### src/hdl/ccm_pkg.sv
package ccm_pkg;
    localparam int ADDR_W = 32;
    localparam int LINE_BITS = 6;
    localparam int PAGE_BITS = 12;
    localparam int PG_W = ADDR_W - PAGE_BITS;
    localparam int WB_AW = 8;

    localparam logic [WB_AW-1:0] REG_CTRL = 8'h00;
    localparam logic [WB_AW-1:0] REG_CFG = 8'h04;
    localparam logic [WB_AW-1:0] REG_INV = 8'h08;
    localparam logic [WB_AW-1:0] REG_STAT = 8'h0c;

    localparam int COFF_BIT = 30;
    localparam int WBI_BIT = 29;
    localparam int CFG_RT_EN = 0;
    localparam int CFG_ALL_UNC = 1;
    localparam int INV_ALL = 0;
    localparam int ST_NOFILL = 0;
    localparam int ST_STRICT = 1;
    localparam int ST_FCNT = 8;

    localparam logic COFF_RST = 1'h1;
    localparam logic WBI_RST = 1'h0;
    localparam logic RT_EN_RST = 1'h1;
    localparam logic ALL_UNC_RST = 1'h0;
    localparam logic [15:0] FAULT_CODE = 16'h0000;

    typedef enum logic [1:0] {
        MESI_I = 2'h0,
        MESI_S = 2'h1,
        MESI_E = 2'h3,
        MESI_M = 2'h2
    } ccm_mesi_t;

    typedef enum logic {
        MODE_NORMAL = 1'h0,
        MODE_NOFILL = 1'h1
    } ccm_mode_t;

    typedef enum logic [2:0] {
        OP_NONE = 3'h0,
        OP_MEM_RD = 3'h1,
        OP_FILL = 3'h3,
        OP_FILL_WR = 3'h2,
        OP_MEM_WR = 3'h6,
        OP_RD_INV = 3'h7
    } ccm_op_t;

    typedef struct packed {
        logic valid;
        logic write;
        logic fetch;
        logic spec;
        logic extra;
        logic uncached;
        logic promote_ok;
        logic [ADDR_W-1:0] addr;
    } ccm_req_t;

    typedef struct packed {
        logic valid;
        logic hit;
        logic refused;
        ccm_op_t op;
        ccm_mesi_t state;
    } ccm_rsp_t;

    typedef struct packed {
        logic valid;
        logic inv;
        logic [ADDR_W-1:0] addr;
    } ccm_snp_t;
endpackage : ccm_pkg

### src/hdl/ccm_cache_ctrl.sv
module ccm_cache_ctrl #(
    parameter int LINES = 4
) (
    input wire logic clk_i,
    input wire logic rst_i,
    input wire logic wb_cyc_i,
    input wire logic wb_stb_i,
    input wire logic wb_we_i,
    input wire logic [ccm_pkg::WB_AW-1:0] wb_adr_i,
    input wire logic [3:0] wb_sel_i,
    input wire logic [31:0] wb_dat_i,
    output logic [31:0] wb_dat_o,
    output logic wb_ack_o,
    input wire ccm_pkg::ccm_req_t req_i,
    output logic req_ready_o,
    output ccm_pkg::ccm_rsp_t rsp_o,
    input wire ccm_pkg::ccm_snp_t snp_i,
    output logic snp_hit_o,
    output logic snp_hitm_o,
    output logic fault_o,
    output logic [15:0] fault_code_o,
    output ccm_pkg::ccm_mode_t mode_o,
    output logic strict_order_o
);
    import ccm_pkg::*;

    localparam int IDX_W = $clog2(LINES);
    localparam int LAD_W = ADDR_W - LINE_BITS;

    if (LINES < 2 || (LINES & (LINES - 1)) != 0) begin : g_bad_lines
        $error("LINES must be a power of two, at least 2");
    end

    ////////////////////////////////////////////////////////////////////
    logic coff_ff;
    logic wbi_ff;
    logic rt_en_ff;
    logic all_unc_ff;
    logic ack_ff;
    logic [31:0] dat_ff;
    logic fault_ff;
    logic [7:0] fcnt_ff;
    logic [PG_W-1:0] page_ff;
    ccm_rsp_t rsp_ff;
    logic shit_ff;
    logic shitm_ff;
    ccm_mesi_t dstate_ff [LINES];
    logic [LAD_W-1:0] dtag_ff [LINES];
    logic ival_ff [LINES];
    logic [LAD_W-1:0] itag_ff [LINES];

    // Bus slave decode
    wire wb_go = wb_cyc_i && wb_stb_i && !ack_ff;
    wire wb_wr = wb_go && wb_we_i;
    wire ctrl_wr = wb_wr && wb_adr_i == REG_CTRL && wb_sel_i[3];
    wire cfg_wr = wb_wr && wb_adr_i == REG_CFG && wb_sel_i[0];
    wire inv_all = wb_wr && wb_adr_i == REG_INV && wb_sel_i[0]
        && wb_dat_i[INV_ALL];
    wire bad_ctrl = ctrl_wr && !wb_dat_i[COFF_BIT] && wb_dat_i[WBI_BIT];

    // Mode follows the flags with no pipeline stage
    wire mode_nofill = coff_ff;
    wire mode_normal = !coff_ff && !wbi_ff;

    wire [31:0] ctrl_rd = {1'h0, coff_ff, wbi_ff, 29'h0};
    wire [31:0] cfg_rd = {30'h0, all_unc_ff, rt_en_ff};
    wire [31:0] stat_rd = {16'h0, fcnt_ff, 6'h0, strict_order_o,
        mode_nofill};
    wire [31:0] rd_mux = (wb_adr_i == REG_CTRL) ? ctrl_rd :
        (wb_adr_i == REG_CFG) ? cfg_rd :
        (wb_adr_i == REG_STAT) ? stat_rd : 32'h0;

    always_ff @(posedge clk_i) begin
        if (rst_i) begin
            coff_ff <= COFF_RST;
            wbi_ff <= WBI_RST;
        end else if (ctrl_wr && !bad_ctrl) begin
            coff_ff <= wb_dat_i[COFF_BIT];
            wbi_ff <= wb_dat_i[WBI_BIT];
        end
    end

    always_ff @(posedge clk_i) begin
        if (rst_i) begin
            rt_en_ff <= RT_EN_RST;
            all_unc_ff <= ALL_UNC_RST;
        end else if (cfg_wr) begin
            rt_en_ff <= wb_dat_i[CFG_RT_EN];
            all_unc_ff <= wb_dat_i[CFG_ALL_UNC];
        end
    end

    always_ff @(posedge clk_i) begin
        if (rst_i) begin
            ack_ff <= 1'h0;
            dat_ff <= 32'h0;
            fault_ff <= 1'h0;
            fcnt_ff <= 8'h0;
        end else begin
            ack_ff <= wb_go;
            dat_ff <= wb_go ? rd_mux : dat_ff;
            fault_ff <= bad_ctrl;
            fcnt_ff <= fcnt_ff + {7'h0, bad_ctrl};
        end
    end

    ////////////////////////////////////////////////////////////////////
    // Core access decode
    wire [IDX_W-1:0] idx = req_i.addr[LINE_BITS +: IDX_W];
    wire [LAD_W-1:0] lad = req_i.addr[ADDR_W-1:LINE_BITS];
    wire [PG_W-1:0] pg = req_i.addr[ADDR_W-1:PAGE_BITS];
    wire [IDX_W-1:0] s_idx = snp_i.addr[LINE_BITS +: IDX_W];
    wire [LAD_W-1:0] s_lad = snp_i.addr[ADDR_W-1:LINE_BITS];

    wire d_hit = dstate_ff[idx] != MESI_I && dtag_ff[idx] == lad;
    wire i_hit = ival_ff[idx] && itag_ff[idx] == lad;
    wire s_hit = dstate_ff[s_idx] != MESI_I && dtag_ff[s_idx] == s_lad;
    wire s_ihit = ival_ff[s_idx] && itag_ff[s_idx] == s_lad;
    wire ccm_mesi_t d_st = d_hit ? dstate_ff[idx] : MESI_I;

    // A snoop to the same set holds the core off for that cycle
    assign req_ready_o = !(snp_i.valid && s_idx == idx) && !inv_all;
    wire req_fire = req_i.valid && req_ready_o;

    wire spec_unc = req_i.spec && req_i.uncached;
    wire [PG_W-1:0] page_nx = page_ff + PG_W'(1);
    wire far_page = !req_i.spec && req_i.uncached && req_i.extra
        && pg != page_ff && pg != page_nx;
    wire alloc_ok = mode_normal && !req_i.uncached;

    logic hit;
    logic refused;
    ccm_op_t op;
    logic d_upd;
    ccm_mesi_t d_new;
    logic i_fill;

    // Fetches report the instruction line, never the data line
    wire ccm_mesi_t i_st = (hit || i_fill) ? MESI_S : MESI_I;

    always_comb begin
        hit = 1'h0;
        refused = 1'h0;
        op = OP_NONE;
        d_upd = 1'h0;
        d_new = MESI_I;
        i_fill = 1'h0;
        if (req_i.fetch) begin
            if (spec_unc || far_page) begin
                refused = 1'h1;
            end else if (i_hit) begin
                hit = 1'h1;
            end else if (alloc_ok) begin
                op = OP_FILL;
                i_fill = 1'h1;
            end else begin
                op = OP_MEM_RD;
            end
        end else if (!req_i.write) begin
            if (d_hit) begin
                hit = 1'h1;
            end else if (alloc_ok) begin
                op = OP_FILL;
                d_upd = 1'h1;
                d_new = MESI_E;
            end else begin
                op = OP_MEM_RD;
            end
        end else begin
            unique case (d_st)
                MESI_M, MESI_E: begin
                    hit = 1'h1;
                    d_upd = 1'h1;
                    d_new = MESI_M;
                end
                MESI_S: begin
                    hit = 1'h1;
                    if (req_i.promote_ok) begin
                        op = OP_RD_INV;
                        d_upd = 1'h1;
                        d_new = mode_normal ? MESI_M : MESI_E;
                    end else begin
                        op = OP_MEM_WR;
                    end
                end
                MESI_I: begin
                    if (alloc_ok) begin
                        op = OP_FILL_WR;
                        d_upd = 1'h1;
                        d_new = MESI_E;
                    end else begin
                        op = OP_MEM_WR;
                    end
                end
            endcase
        end
    end

    ////////////////////////////////////////////////////////////////////
    // Line state arrays; snoops win over core updates to the same set
    always_ff @(posedge clk_i) begin
        for (int i = 0; i < LINES; i++) begin
            if (rst_i || inv_all) begin
                dstate_ff[i] <= MESI_I;
                ival_ff[i] <= 1'h0;
            end else begin
                if (snp_i.valid && s_hit && s_idx == IDX_W'(i)) begin
                    dstate_ff[i] <= snp_i.inv ? MESI_I : MESI_S;
                end else if (req_fire && d_upd && idx == IDX_W'(i)) begin
                    dstate_ff[i] <= d_new;
                end
                if (snp_i.valid && snp_i.inv && s_ihit
                    && s_idx == IDX_W'(i)) begin
                    ival_ff[i] <= 1'h0;
                end else if (req_fire && idx == IDX_W'(i)) begin
                    if (req_i.write && !req_i.fetch && i_hit) begin
                        ival_ff[i] <= 1'h0;
                    end else if (i_fill) begin
                        ival_ff[i] <= 1'h1;
                    end
                end
            end
        end
    end

    always_ff @(posedge clk_i) begin
        for (int i = 0; i < LINES; i++) begin
            if (rst_i) begin
                dtag_ff[i] <= '0;
                itag_ff[i] <= '0;
            end else if (req_fire && idx == IDX_W'(i)) begin
                dtag_ff[i] <= d_upd ? lad : dtag_ff[i];
                itag_ff[i] <= i_fill ? lad : itag_ff[i];
            end
        end
    end

    ////////////////////////////////////////////////////////////////////
    // Page of the last accepted instruction fetch that is neither spec nor extra
    wire page_upd = req_fire && req_i.fetch && !req_i.spec
        && !req_i.extra;

    always_ff @(posedge clk_i) begin
        if (rst_i) begin
            page_ff <= '0;
            rsp_ff <= '0;
            shit_ff <= 1'h0;
            shitm_ff <= 1'h0;
        end else begin
            page_ff <= page_upd ? pg : page_ff;
            rsp_ff.valid <= req_fire;
            rsp_ff.hit <= req_fire && hit;
            rsp_ff.refused <= req_fire && refused;
            rsp_ff.op <= req_fire ? op : OP_NONE;
            rsp_ff.state <= req_i.fetch ? i_st : (d_upd ? d_new : d_st);
            shit_ff <= snp_i.valid && (s_hit || s_ihit);
            shitm_ff <= snp_i.valid && s_hit
                && dstate_ff[s_idx] == MESI_M;
        end
    end

    assign wb_ack_o = ack_ff;
    assign wb_dat_o = dat_ff;
    assign rsp_o = rsp_ff;
    assign snp_hit_o = shit_ff;
    assign snp_hitm_o = shitm_ff;
    assign fault_o = fault_ff;
    assign fault_code_o = FAULT_CODE;
    assign mode_o = mode_nofill ? MODE_NOFILL : MODE_NORMAL;
    // With caching off, weak ordering is only safe while range typing can mark memory
    assign strict_order_o = mode_nofill && (!rt_en_ff || all_unc_ff);
endmodule // ccm_cache_ctrl

### config.mk
export PLATFORM = sky130hd
export DESIGN_NAME = ccm_cache_ctrl
export DESIGN_NICKNAME = d
export VERILOG_FILES = /design/src/hdl/ccm_pkg.sv /design/src/hdl/ccm_cache_ctrl.sv
export SDC_FILE = /design/constraint.sdc
export NUM_CORES = 1
export LEC_CHECK = 0
export ABC_AREA = 1
export BUFFER_PORTS_ARGS = -buffer_cell sky130_fd_sc_hd__buf_2
export CELL_PAD_IN_SITES_DETAIL_PLACEMENT = 2
export CELL_PAD_IN_SITES_GLOBAL_PLACEMENT = 2
export CORE_MARGIN = 2
export CORE_UTILIZATION = 38
export DETAILED_ROUTE_END_ITERATION = 12
export GPL_ROUTABILITY_DRIVEN = 0
export PLACE_DENSITY_LB_ADDON = 0.08
export SLEW_MARGIN = 20
export SYNTH_ARGS = -nofsm -noshare
export SYNTH_HDL_FRONTEND = slang
export SYNTH_SLANG_ARGS = --single-unit
### constraint.sdc
create_clock -name clk_i -period 5.2 [get_ports clk_i]
set_input_delay 0.26 -clock clk_i [delete_from_list [all_inputs] [get_ports clk_i]]
set_output_delay 0.26 -clock clk_i [all_outputs]
set_load 0.02 [all_outputs]
### After elaboration in Yosys (flattened, before gate mapping)

Memories as Yosys holds them, arrays and structs flattened.
Cells that the tools add are included.

| storage, ports and cells | value |
|---|---|
| latch bits | 0 |
| memory bits (read-only) | 0 |
| bits in registers | 76 |
| bits of input ports | 122 |
| output and inout bits | 63 |
| word-level logic and storage cells | 339 |
| memories kept | 4 |
| memory bits (writable) | 220 |

| operators by class | value |
|---|---|
| magnitude comparators | 0 |
| equality and inequality tests | 28 |
| multipliers | 0 |
| reduce and logical (&&, ||, !) cells | 91 |
| add/sub/neg operators | 2 |
| multiplexer cells | 169 |
| div/mod/pow operators | 0 |
| bitwise logic cells | 29 |
| shifts and indexed selects | 0 |

Memory list:

| memory | words | width | rd ports | clocked after memory_dff | write ports | RTL line | text |
|---|---|---|---|---|---|---|---|
| dtag_ff | 4 | 26 | 2 | 0 | 4 | ccm_cache_ctrl.sv:48 | `logic [LAD_W-1:0] dtag_ff [LINES];` |
| itag_ff | 4 | 26 | 2 | 0 | 4 | ccm_cache_ctrl.sv:50 | `logic [LAD_W-1:0] itag_ff [LINES];` |
| dstate_ff | 4 | 2 | 2 | 0 | 4 | ccm_cache_ctrl.sv:47 | `ccm_mesi_t dstate_ff [LINES];` |
| ival_ff | 4 | 1 | 2 | 0 | 4 | ccm_cache_ctrl.sv:49 | `logic ival_ff [LINES];` |

Operators by type and width:

| kind | number |
|---|---|
| $mux W26 | 16 |
| $mux W1 | 124 |
| $eq A26 B26 Y1 | 4 |
| $logic_and A1 B1 Y1 | 57 |
| $mux W2 | 20 |
| $ne A20 B20 Y1 | 2 |
| $mux W16 | 2 |
| $mux W31 | 1 |
| $or A1 B1 Y1 | 28 |
| $add A20 B1 Y20 const B | 1 |
| $eq A8 B4 Y1 const B | 2 |
| $reduce_and A2 Y1 | 8 |
| $eq A2 B2 Y1 const B | 7 |
| $logic_not A1 Y1 | 12 |
| $mux W3 | 3 |
| $add A8 B1 Y8 | 1 |
| $eq A8 B3 Y1 const B | 1 |
| $logic_not A8 Y1 | 1 |
| $ne A1 B1 Y1 const B | 8 |
| $eq A2 B1 Y1 const B | 3 |
| $logic_not A2 Y1 | 3 |
| $pmux W2 S3 | 1 |
| $pmux W3 S2 | 1 |
| $logic_or A1 B1 Y1 | 5 |
| 6 further kinds | 8 |

### Longest topological paths before layout

Gate-level depths: netlist of the first run.

| logic depth | value |
|---|---|
| word-level depth | 16 |
| depth in mapped cells | 23 |
| gate-level depth less buffers | 20 |

### Least setup slack after synthesis of the first run

No wires, ideal clock.

| timing | value |
|---|---|
| path kind | input -> register |
| from | input req_i[6] (netlist bit) |
| to | memory dtag_ff[2][0] (netlist bit), enable pin |
| setup time | 383 ps |
| slack | 2098 ps |
| buffers on the path | 4 |
| data required time | 4817 ps |
| stages on the path | 19 |
| data arrival time | 2719 ps |
| path through | buf_4 inv_4 buf_6 nand2_2 o21ai_1 nor2_1 nand2_1 nand3_1 nor2_1 nand2_1 nor2_4 o21ai_2 nand3_1 nand2_2 inv_4 nand3_2 buf_4 buf_6 nand2_1 |

RTL lines:

| item | RTL line | text |
|---|---|---|
| start: declaration | ccm_cache_ctrl.sv:14 | `input wire ccm_pkg::ccm_req_t req_i,` |
| end: declaration | ccm_cache_ctrl.sv:48 |  |

==> metrics.yaml, run 1 <==
outcome: "complete, no violations"
yosysSeqAreaShare_pct: 48.1
clock-root-buffer: "clkbuf_16"
synthAdderAreaFrac_pct: 0.234
rows: 75
synth_top_family_by_area: "simple AND/OR/NAND/NOR gates"
combPwrFrac_pct: 13.7
cts_tree: "built"
wl_per_cell_um: 26.6
placed_cells: 2620
drv_cap: 0
max-slew-margin-rel_pct: 21.5
power.internal_w: 0.00416
hp-class: "primary input to register"
grt_start_max_net_pins: 41
synth-seq-cells: 276
cpMostUsedCell: "inv_2"
rsz0062_at_grt: "false"
dieArea_um2: 43900
worst_slew_pin_slew_ps: 1160
yosysMostFrequentCell: "nand2_1"
endpoint_kind: "register"
clock_skew_ps: 24.0
initial_core_util_pct: 38.4
min_period_ps: 3950
io_pins: 185
drive_gt1_share_pct: 11.6
crit-reg2reg-launch: "dstate_ff[2][1]"
post_cts_buffers: 0
first_iter_violations: 1181
syn_area_um2: 16100
leakagePower_nw: 7.99
synthCells: 2017
p_seq_share_pct: 43.1
grt_pass1_wl_um: 106000
drc: 0
die_y_um: 210
synth-compound-area-share_pct: 9.56
slowest_delay_ps: 510
setup_violations: 0
crit_chain: "buf_2 > nand2_2 > inv_2 > buf_4 > nand2_1 > nand4_1 > xor2_1 > nand3_1 > nor3b_1 > nand3b_1 > nor2_1 > inv_2 > nand3_1 > nor2_2 > inv_2 > nor2_1"
synth_top_flop_cell: "edfxtp_1"
io_buffer_count: 106
crit_arrival_ps: 4210
clk_transition_reported_paths_ps: 60
synth_edf_count: 220
peakVddDrop_uv: 243
critPathSlowestCell: "inv_2"
fillCellCount: 4796
cts.repair.resized: 0
synthTopCellsByCount: "nand2_1, nor2_1, edfxtp_1"
cpLargestDelayFamily: "simple AND/OR/NAND/NOR gates"
via_per_inst: 5.74
final.setup.tns_ps: 0
cts-buffers-inserted: 35
hold_depth: 5
syn_area_per_cell_um2: 7.96
r2r-end: "dstate_ff[2][0]"
fin_nets: 2249
gr-total-overflow: 0
clk_latency_ps: 560
synth_area_leader_cell: "edfxtp_1"
min-delay-start: "req_i[37]"
power_per_cell_area_nw_per_um2: 315
start_kind: "primary input"
hold_viol: 0
synth_mux_area_share_pct: 0
cts.path.max_buffers: 3
ff2ff_setup_slack_ps: 1740
core_um2: 41900
grt_usage_pct: 32.7
crit_buf_inv: 5
clock_power_share_pct: 43.1
dr_total_vias: 15400
slew_violations: 0
p_total_w: 0.00577
required_ps: 5460
holdWs_ps: 70.3
wl_um: 71500
finalCritPeriodShare_pct: 75.9
synthArstFlopShare_pct: 0
antenna_found_initial: 1
synth_xor_area_share_pct: 4.15
p_sw_share_pct: 28.0
cts_max_level: 2
crit_type: "primary input to register"
clock-sinks: 276
crit_path_max_fanout: 24
stdcell_count: 2687
switchingPower_w: 0.00161
grt_pass1_vias: 16600
synthDistinctLibCells: 51
synth_area_leaders: "edfxtp_1, nand2_1, nor2_1"
max_freq_mhz: 253
dp_hpwl_um: 51300
worst_hold_path.endpoint: "rsp_o[4]"
yosysWarnings: 0
synth_top_area_share_pct: 41.2
syn_to_final_growth_pct: 14.0
r2r_cells: 16
drt-pass1-iter-count: 5
fp.dieW_um: 210
fin_util_pct: 43.7
synth-simple-area-share_pct: 30.0
ant_nets: 0
-- metal layers --
metal | global-route usage (%) | vias to the layer above | part of all wire, %
li1 | - | 6877 | -
met1 | 41.0 | 7984 | 41
met2 | 58.1 | 429 | 50
met3 | 3.71 | 133 | 4.7
met4 | 12.3 | 0 | 3.6
met5 | 0 | - | 0
-- worst reg2reg max path, cell delays in order (launching register included) --
cell and delay, ps:
edfxtp_1 320, inv_1 50, o21ai_1 350, nor2_1 180
nand2_1 350, nand2_1 110, nor2_1 130, nand2_1 60
nor2_1 120, nand2_1 260, nand3_1 200, nand2_1 120
nand2_2 140, inv_4 60, nand3_2 70, buf_4 430
nand3_1 240
-- registers in the layout, indices dropped and copies added, names as in the netlist, 4 cells and up --
register	flops
ival_ff	4
dstate_ff	8
rsp_o	8
page_ff	20
wb_dat_o	12
fcnt_ff	8
itag_ff	104
dtag_ff	104
-- placed cells by master, fill, tap and decap left out, types with 5 or more instances in the layout --
| cell | count |
|---|---|
| nand3b_1 | 8 |
| nor4_1 | 8 |
| nor2_1 | 325 |
| inv_1 | 113 |
| xor2_1 | 40 |
| nor2_2 | 13 |
| a21o_1 | 7 |
| buf_2 | 106 |
| a21oi_1 | 58 |
| conb_1 | 44 |
| clkbuf_16 | 37 |
| o2111ai_1 | 5 |
| clkinv_1 | 9 |
| xnor2_1 | 31 |
| nor2_4 | 5 |
| clkbuf_1 | 9 |
| o22ai_1 | 6 |
| edfxtp_1 | 220 |
| nand4_1 | 50 |
| dfxtp_1 | 56 |
| o21ai_0 | 44 |
| buf_4 | 48 |
| a22oi_1 | 95 |
| dlygate4sd3_1 | 6 |
| nand2_1 | 598 |
| nand3_1 | 117 |
| nor3_1 | 16 |
| inv_2 | 11 |
-- area by class of cell --
| cell class | instances | area (µm²) | share of cell area (%) |
|---|---|---|---|
| diodes | 2 | 5.00 | 0.0274 |
| multi-input cells | 1517 | 7250 | 39.6 |
| flip-flops and latches | 276 | 7730 | 42.2 |
| well taps | 539 | 674 | 3.69 |
| clock buffers | 47 | 973 | 5.32 |
| clock inverters | 12 | 155 | 0.848 |
| inverters | 131 | 499 | 2.73 |
| repair buffers | 163 | 1010 | 5.53 |
-- power by group through the flow --
stage / Combinational (W) / Clock [W] / Sequential, W
after CTS: 0.000781 / 0.00251 / 0.00249
after global routing: 0.000844 / 0.00260 / 0.00250
after floorplan: 0.000456 / 0 / 0.00252
after global placement: 0.000751 / 0 / 0.00253
final: 0.000791 / 0.00249 / 0.00249
after detailed placement: 0.000771 / 0 / 0.00253
-- cells by family after synthesis --
| group | after synthesis |
|---|---|
| AOI/OAI and AO/OA | 238 |
| buffers and inverters | 267 |
| and+or+nand+nor | 1159 |
| xor gates and xnor gates | 73 |
| other | 1 |
| DFF | 276 |
| adders and majority gates | 3 |
-- stage by stage --
stage / area, µm² / worst slack (ps)
2_1_floorplan: 16200 / 2100
5_1_grt: 18300 / 1090
4_1_cts: 18300 / 1350
6_report: 18300 / 1250
3_5_place_dp: 17100 / 847
3_3_place_gp: 17100 / 1050
-- how the worst max path moves through the flow --
| stage | end | slack, ps | startpoint | depth (start not counted) |
|---|---|---|---|---|
| 2_1_floorplan | dtag_ff[2][0] | 2100 | req_i[6] | 19 |
| 3_3_place_gp | itag_ff[2][11] | 1050 | req_i[7] | 17 |
| 3_5_place_dp | itag_ff[3][14] | 850 | req_i[7] | 16 |
| 4_1_cts | itag_ff[2][18] | 1350 | req_i[7] | 16 |
| 5_1_grt | itag_ff[2][13] | 1090 | req_i[7] | 16 |
| 6_report | itag_ff[2][18] | 1250 | req_i[7] | 16 |
-- timing repair --
action | 4_1_cts | 5_1_grt
endpoints found under the setup margin | 0 | 0
endpoints found under the hold margin | 6 | 0
hold buffers | 6 | 0
No activity file was read; power rests on OpenSTA's default activity.
==> inputs of run 2 (changes only) <==
Settings changed: ABC_AREA 1 to 0, CORE_UTILIZATION 38 to 37.
Clock period 5.2 ns to 3.55 ns, I/O delays scaled along.
==> metrics.yaml, run 2 <==
placed_cells: 1888  # was 2620
clock-sinks: 276  # unchanged
startpoint: "itag_ff[3][12]"  # was req_i[7]
synth-compound-area-share_pct: 3.41  # was 9.56%
crit_buf_inv: 3  # was 5
rows: 75  # unchanged
synthAdderAreaFrac_pct: 0.242  # was 0.234%
setup_violations: 0  # unchanged
synth-seq-cells: 276  # unchanged
crit_path_max_fanout: 10  # was 24
via_per_inst: 5.51  # was 5.74
die_y_um: 209  # was 210 µm
cpMostUsedCell: "buf_4"  # was inv_2
dr_total_vias: 10800  # was 15400
drt-pass1-iter-count: 5  # unchanged
antenna_found_initial: 2  # was 1
place_area_um2: 17400  # was 17100 µm²
synth_top_flop_cell: "edfxtp_1"  # unchanged
crit_type: "register to register"  # was primary input to register
outcome: "complete, no violations"  # unchanged
peakVddDrop_uv: 261  # was 243 µV
wl_um: 54100  # was 71500 µm
min-delay-start: "req_i[37]"  # unchanged
worst_hold_path.endpoint: "rsp_o[2]"  # was rsp_o[4]
synthTopCellsByCount: "edfxtp_1, and2_1, mux4_2"  # was nand2_1, nor2_1, edfxtp_1
mostFrequentLayoutCell: "edfxtp_1"  # was nand2_1
clk_transition_reported_paths_ps: 60  # about the same
grt_pass1_vias: 11800  # was 16600
p_total_w: 0.00816  # was 0.00577 W
grt_pass1_wl_um: 80100  # was 106000 µm
cts-buffers-inserted: 35  # unchanged
r2r-end: "ival_ff[3]"  # was dstate_ff[2][0]
clk_latency_ps: 550  # was 560 ps
ff_latch_area_um2: 7730  # unchanged
io_pins: 185  # unchanged
hold_depth: 4  # was 5
clock-root-buffer: "clkbuf_16"  # unchanged
core_um2: 41700  # was 41900 µm²
start_kind: "register"  # was primary input
endpoint_kind: "register"  # unchanged
synth_mux_area_share_pct: 16.9  # was 0%
dp_hpwl_um: 38900  # was 51300 µm
cts_max_level: 2  # unchanged
fp.dieW_um: 209  # was 210 µm
leakagePower_nw: 7.29  # was 7.99 nW
max-slew-margin-rel_pct: 47.2  # was 21.5%
post_cts_buffers: 0  # unchanged
crit_chain: "mux4_2 > xor2_1 > nor4_1 > buf_4 > nand4_1 > buf_4 > or4_4 > nand3_4 > buf_4 > o21a_1 > o221ai_1"  # was buf_2 > nand2_2 > inv_2 > buf_4 > nand2_1 > nand4_1 > xor2_1 > nand3_1 > nor3b_1 > nand3b_1 > nor2_1 > inv_2 > nand3_1 > nor2_2 > inv_2 > nor2_1
power_per_cell_area_nw_per_um2: 438  # was 315 nW/µm²
finalCritPeriodShare_pct: 96.3
dieArea_um2: 43700  # was 43900 µm²
synth_top_family_by_area: "simple AND/OR/NAND/NOR gates"  # unchanged
synthCells: 1219  # was 2017
r2r_cells: 11  # was 16
grt_usage_pct: 25.4  # was 32.7%
crit_arrival_ps: 3670  # was 4210 ps
drv_cap: 0  # unchanged
final_area_um2: 18600  # was 18300 µm²
drc: 0  # unchanged
stdcell_count: 1955  # was 2687
cts_tree: "built"  # unchanged
initial_core_util_pct: 37.3  # was 38.4%
syn_area_per_cell_um2: 12.8  # was 7.96 µm²
most-common-layout-cells: "edfxtp_1, and2_1, buf_2"  # was nand2_1, nor2_1, edfxtp_1
synth-simple-area-share_pct: 16.9  # was 30.0%
syn_area_um2: 15500  # was 16100 µm²
ant_nets: 0  # unchanged
synthDistinctLibCells: 69  # was 51
reg_top3: "dtag_ff: 104 flops, itag_ff: 104 flops, page_ff: 20 flops"  # unchanged
wl_per_cell_um: 27.7  # was 26.6 µm
fin_nets: 1519  # was 2249
synthArstFlopShare_pct: 0  # unchanged
required_ps: 3800  # was 5460 ps
holdWs_ps: 43.5  # was 70.3 ps
slowest_delay_ps: 510  # about the same
drive_gt1_share_pct: 27.2  # was 11.6%
hold_viol: 0  # unchanged
critPathSlowestCell: "mux4_2"  # was inv_2
yosysMostFrequentCell: "edfxtp_1"  # was nand2_1
cpLargestDelayFamily: "simple AND/OR/NAND/NOR gates"  # unchanged
yosysSeqAreaShare_pct: 49.7  # was 48.1%
io_buffer_count: 106  # unchanged
clock_skew_ps: 19.3  # was 24.0 ps
cts.path.max_buffers: 3  # unchanged
final.setup.tns_ps: 0  # unchanged
crit-reg2reg-launch: "itag_ff[3][12]"  # was dstate_ff[2][1]
syn_to_final_growth_pct: 19.8  # was 14.0%
multi_input_area_um2: 7330  # was 7250 µm²
min_period_ps: 3420
first_iter_violations: 700  # was 1181
synth_edf_count: 220  # unchanged
synth_xor_area_share_pct: 7.99  # was 4.15%
fillCellCount: 4147  # was 4796
grt_start_max_net_pins: 56  # was 41
gr-total-overflow: 0  # unchanged
synth_top_area_share_pct: 42.5  # was 41.2%
max_freq_mhz: 293
slew_violations: 0  # unchanged
yosysWarnings: 0  # unchanged
worst_slew_pin_slew_ps: 789  # was 1160 ps
synth_area_leaders: "edfxtp_1, mux4_2, and2_1"  # was edfxtp_1, nand2_1, nor2_1
hp-class: "primary input to register"  # unchanged
ff2ff_setup_slack_ps: 130  # was 1740 ps
synth_area_leader_cell: "edfxtp_1"  # unchanged
==> run 2: cells by family (layout without fill, tap and decap cells) <==
family,after synthesis,after routing
buffers and inverters,135,288
other,1,45
AOI/OAI and AO/OA,76,76
muxes,141,141
xor gates and xnor gates,141,141
DFF,276,276
and+or+nand+nor,446,446
adders and majority gates,3,3
==> run 2: worst max-delay path by stage <==
stage / endpoint / slack [ps] / cells after the start
6_report: ival_ff[3] / 130 / 11
5_1_grt: ival_ff[0] / -0.7 / 11
4_1_cts: ival_ff[3] / 60 / 11
3_5_place_dp: ival_ff[3] / -320 / 13
3_3_place_gp: ival_ff[1] / -210 / 13
2_1_floorplan: itag_ff[0][0] / 30 / 10
==> run 2: power by group <==
| part | internal (W) | switching, W |
|---|---|---|
| logic | 0.000413 | 0.000612 |
| clock network | 0.00210 | 0.00140 |
| registers | 0.00358 | 0.0000540 |
==> run 2: metal layers <==
layer | part of all wire [%] | up-vias | GRT usage [%]
li1 | - | 4767 | -
met1 | 41 | 5627 | 32.5
met2 | 50 | 294 | 43.4
met3 | 5.7 | 82 | 5.29
met4 | 3.0 | 0 | 8.13
met5 | 0 | - | 0
==> run 2: what timing repair did <==
item / 4_1_cts / 5_1_grt
resized for setup: 1 / 1
hold buffers: 8 / 0
endpoints found under the hold margin: 9 / 0
setup endpoints to repair: 28 / 71
==> run 2: worst reg2reg max path: stages, from the launching register on <==
cell and delay [ps]:
edfxtp_1 380, mux4_2 510, xor2_1 170, nor4_1 350, buf_4 190, nand4_1 110, buf_4 180, or4_4 480
nand3_4 230, buf_4 150, o21a_1 210, o221ai_1 160
==> run 2: final cells by class <==
cell class	count	area share (%)
flip-flops and latches	276	41.5
multi-input cells	851	39.4
repair buffers	222	9.42
clock buffers	52	5.61
well taps	539	3.62
clock inverters	6	0.282
inverters	8	0.161
diodes	1	0.0134
==> run 2: through the flow <==
step / setup WS [ps] / util [%]
4_1_cts: 58.9 / 44.6
2_1_floorplan: 26.0 / -
6_report: 131 / 44.7
5_1_grt: -0.675 / 44.7
3_5_place_dp: -325 / 41.8
3_3_place_gp: -207 / 41.8
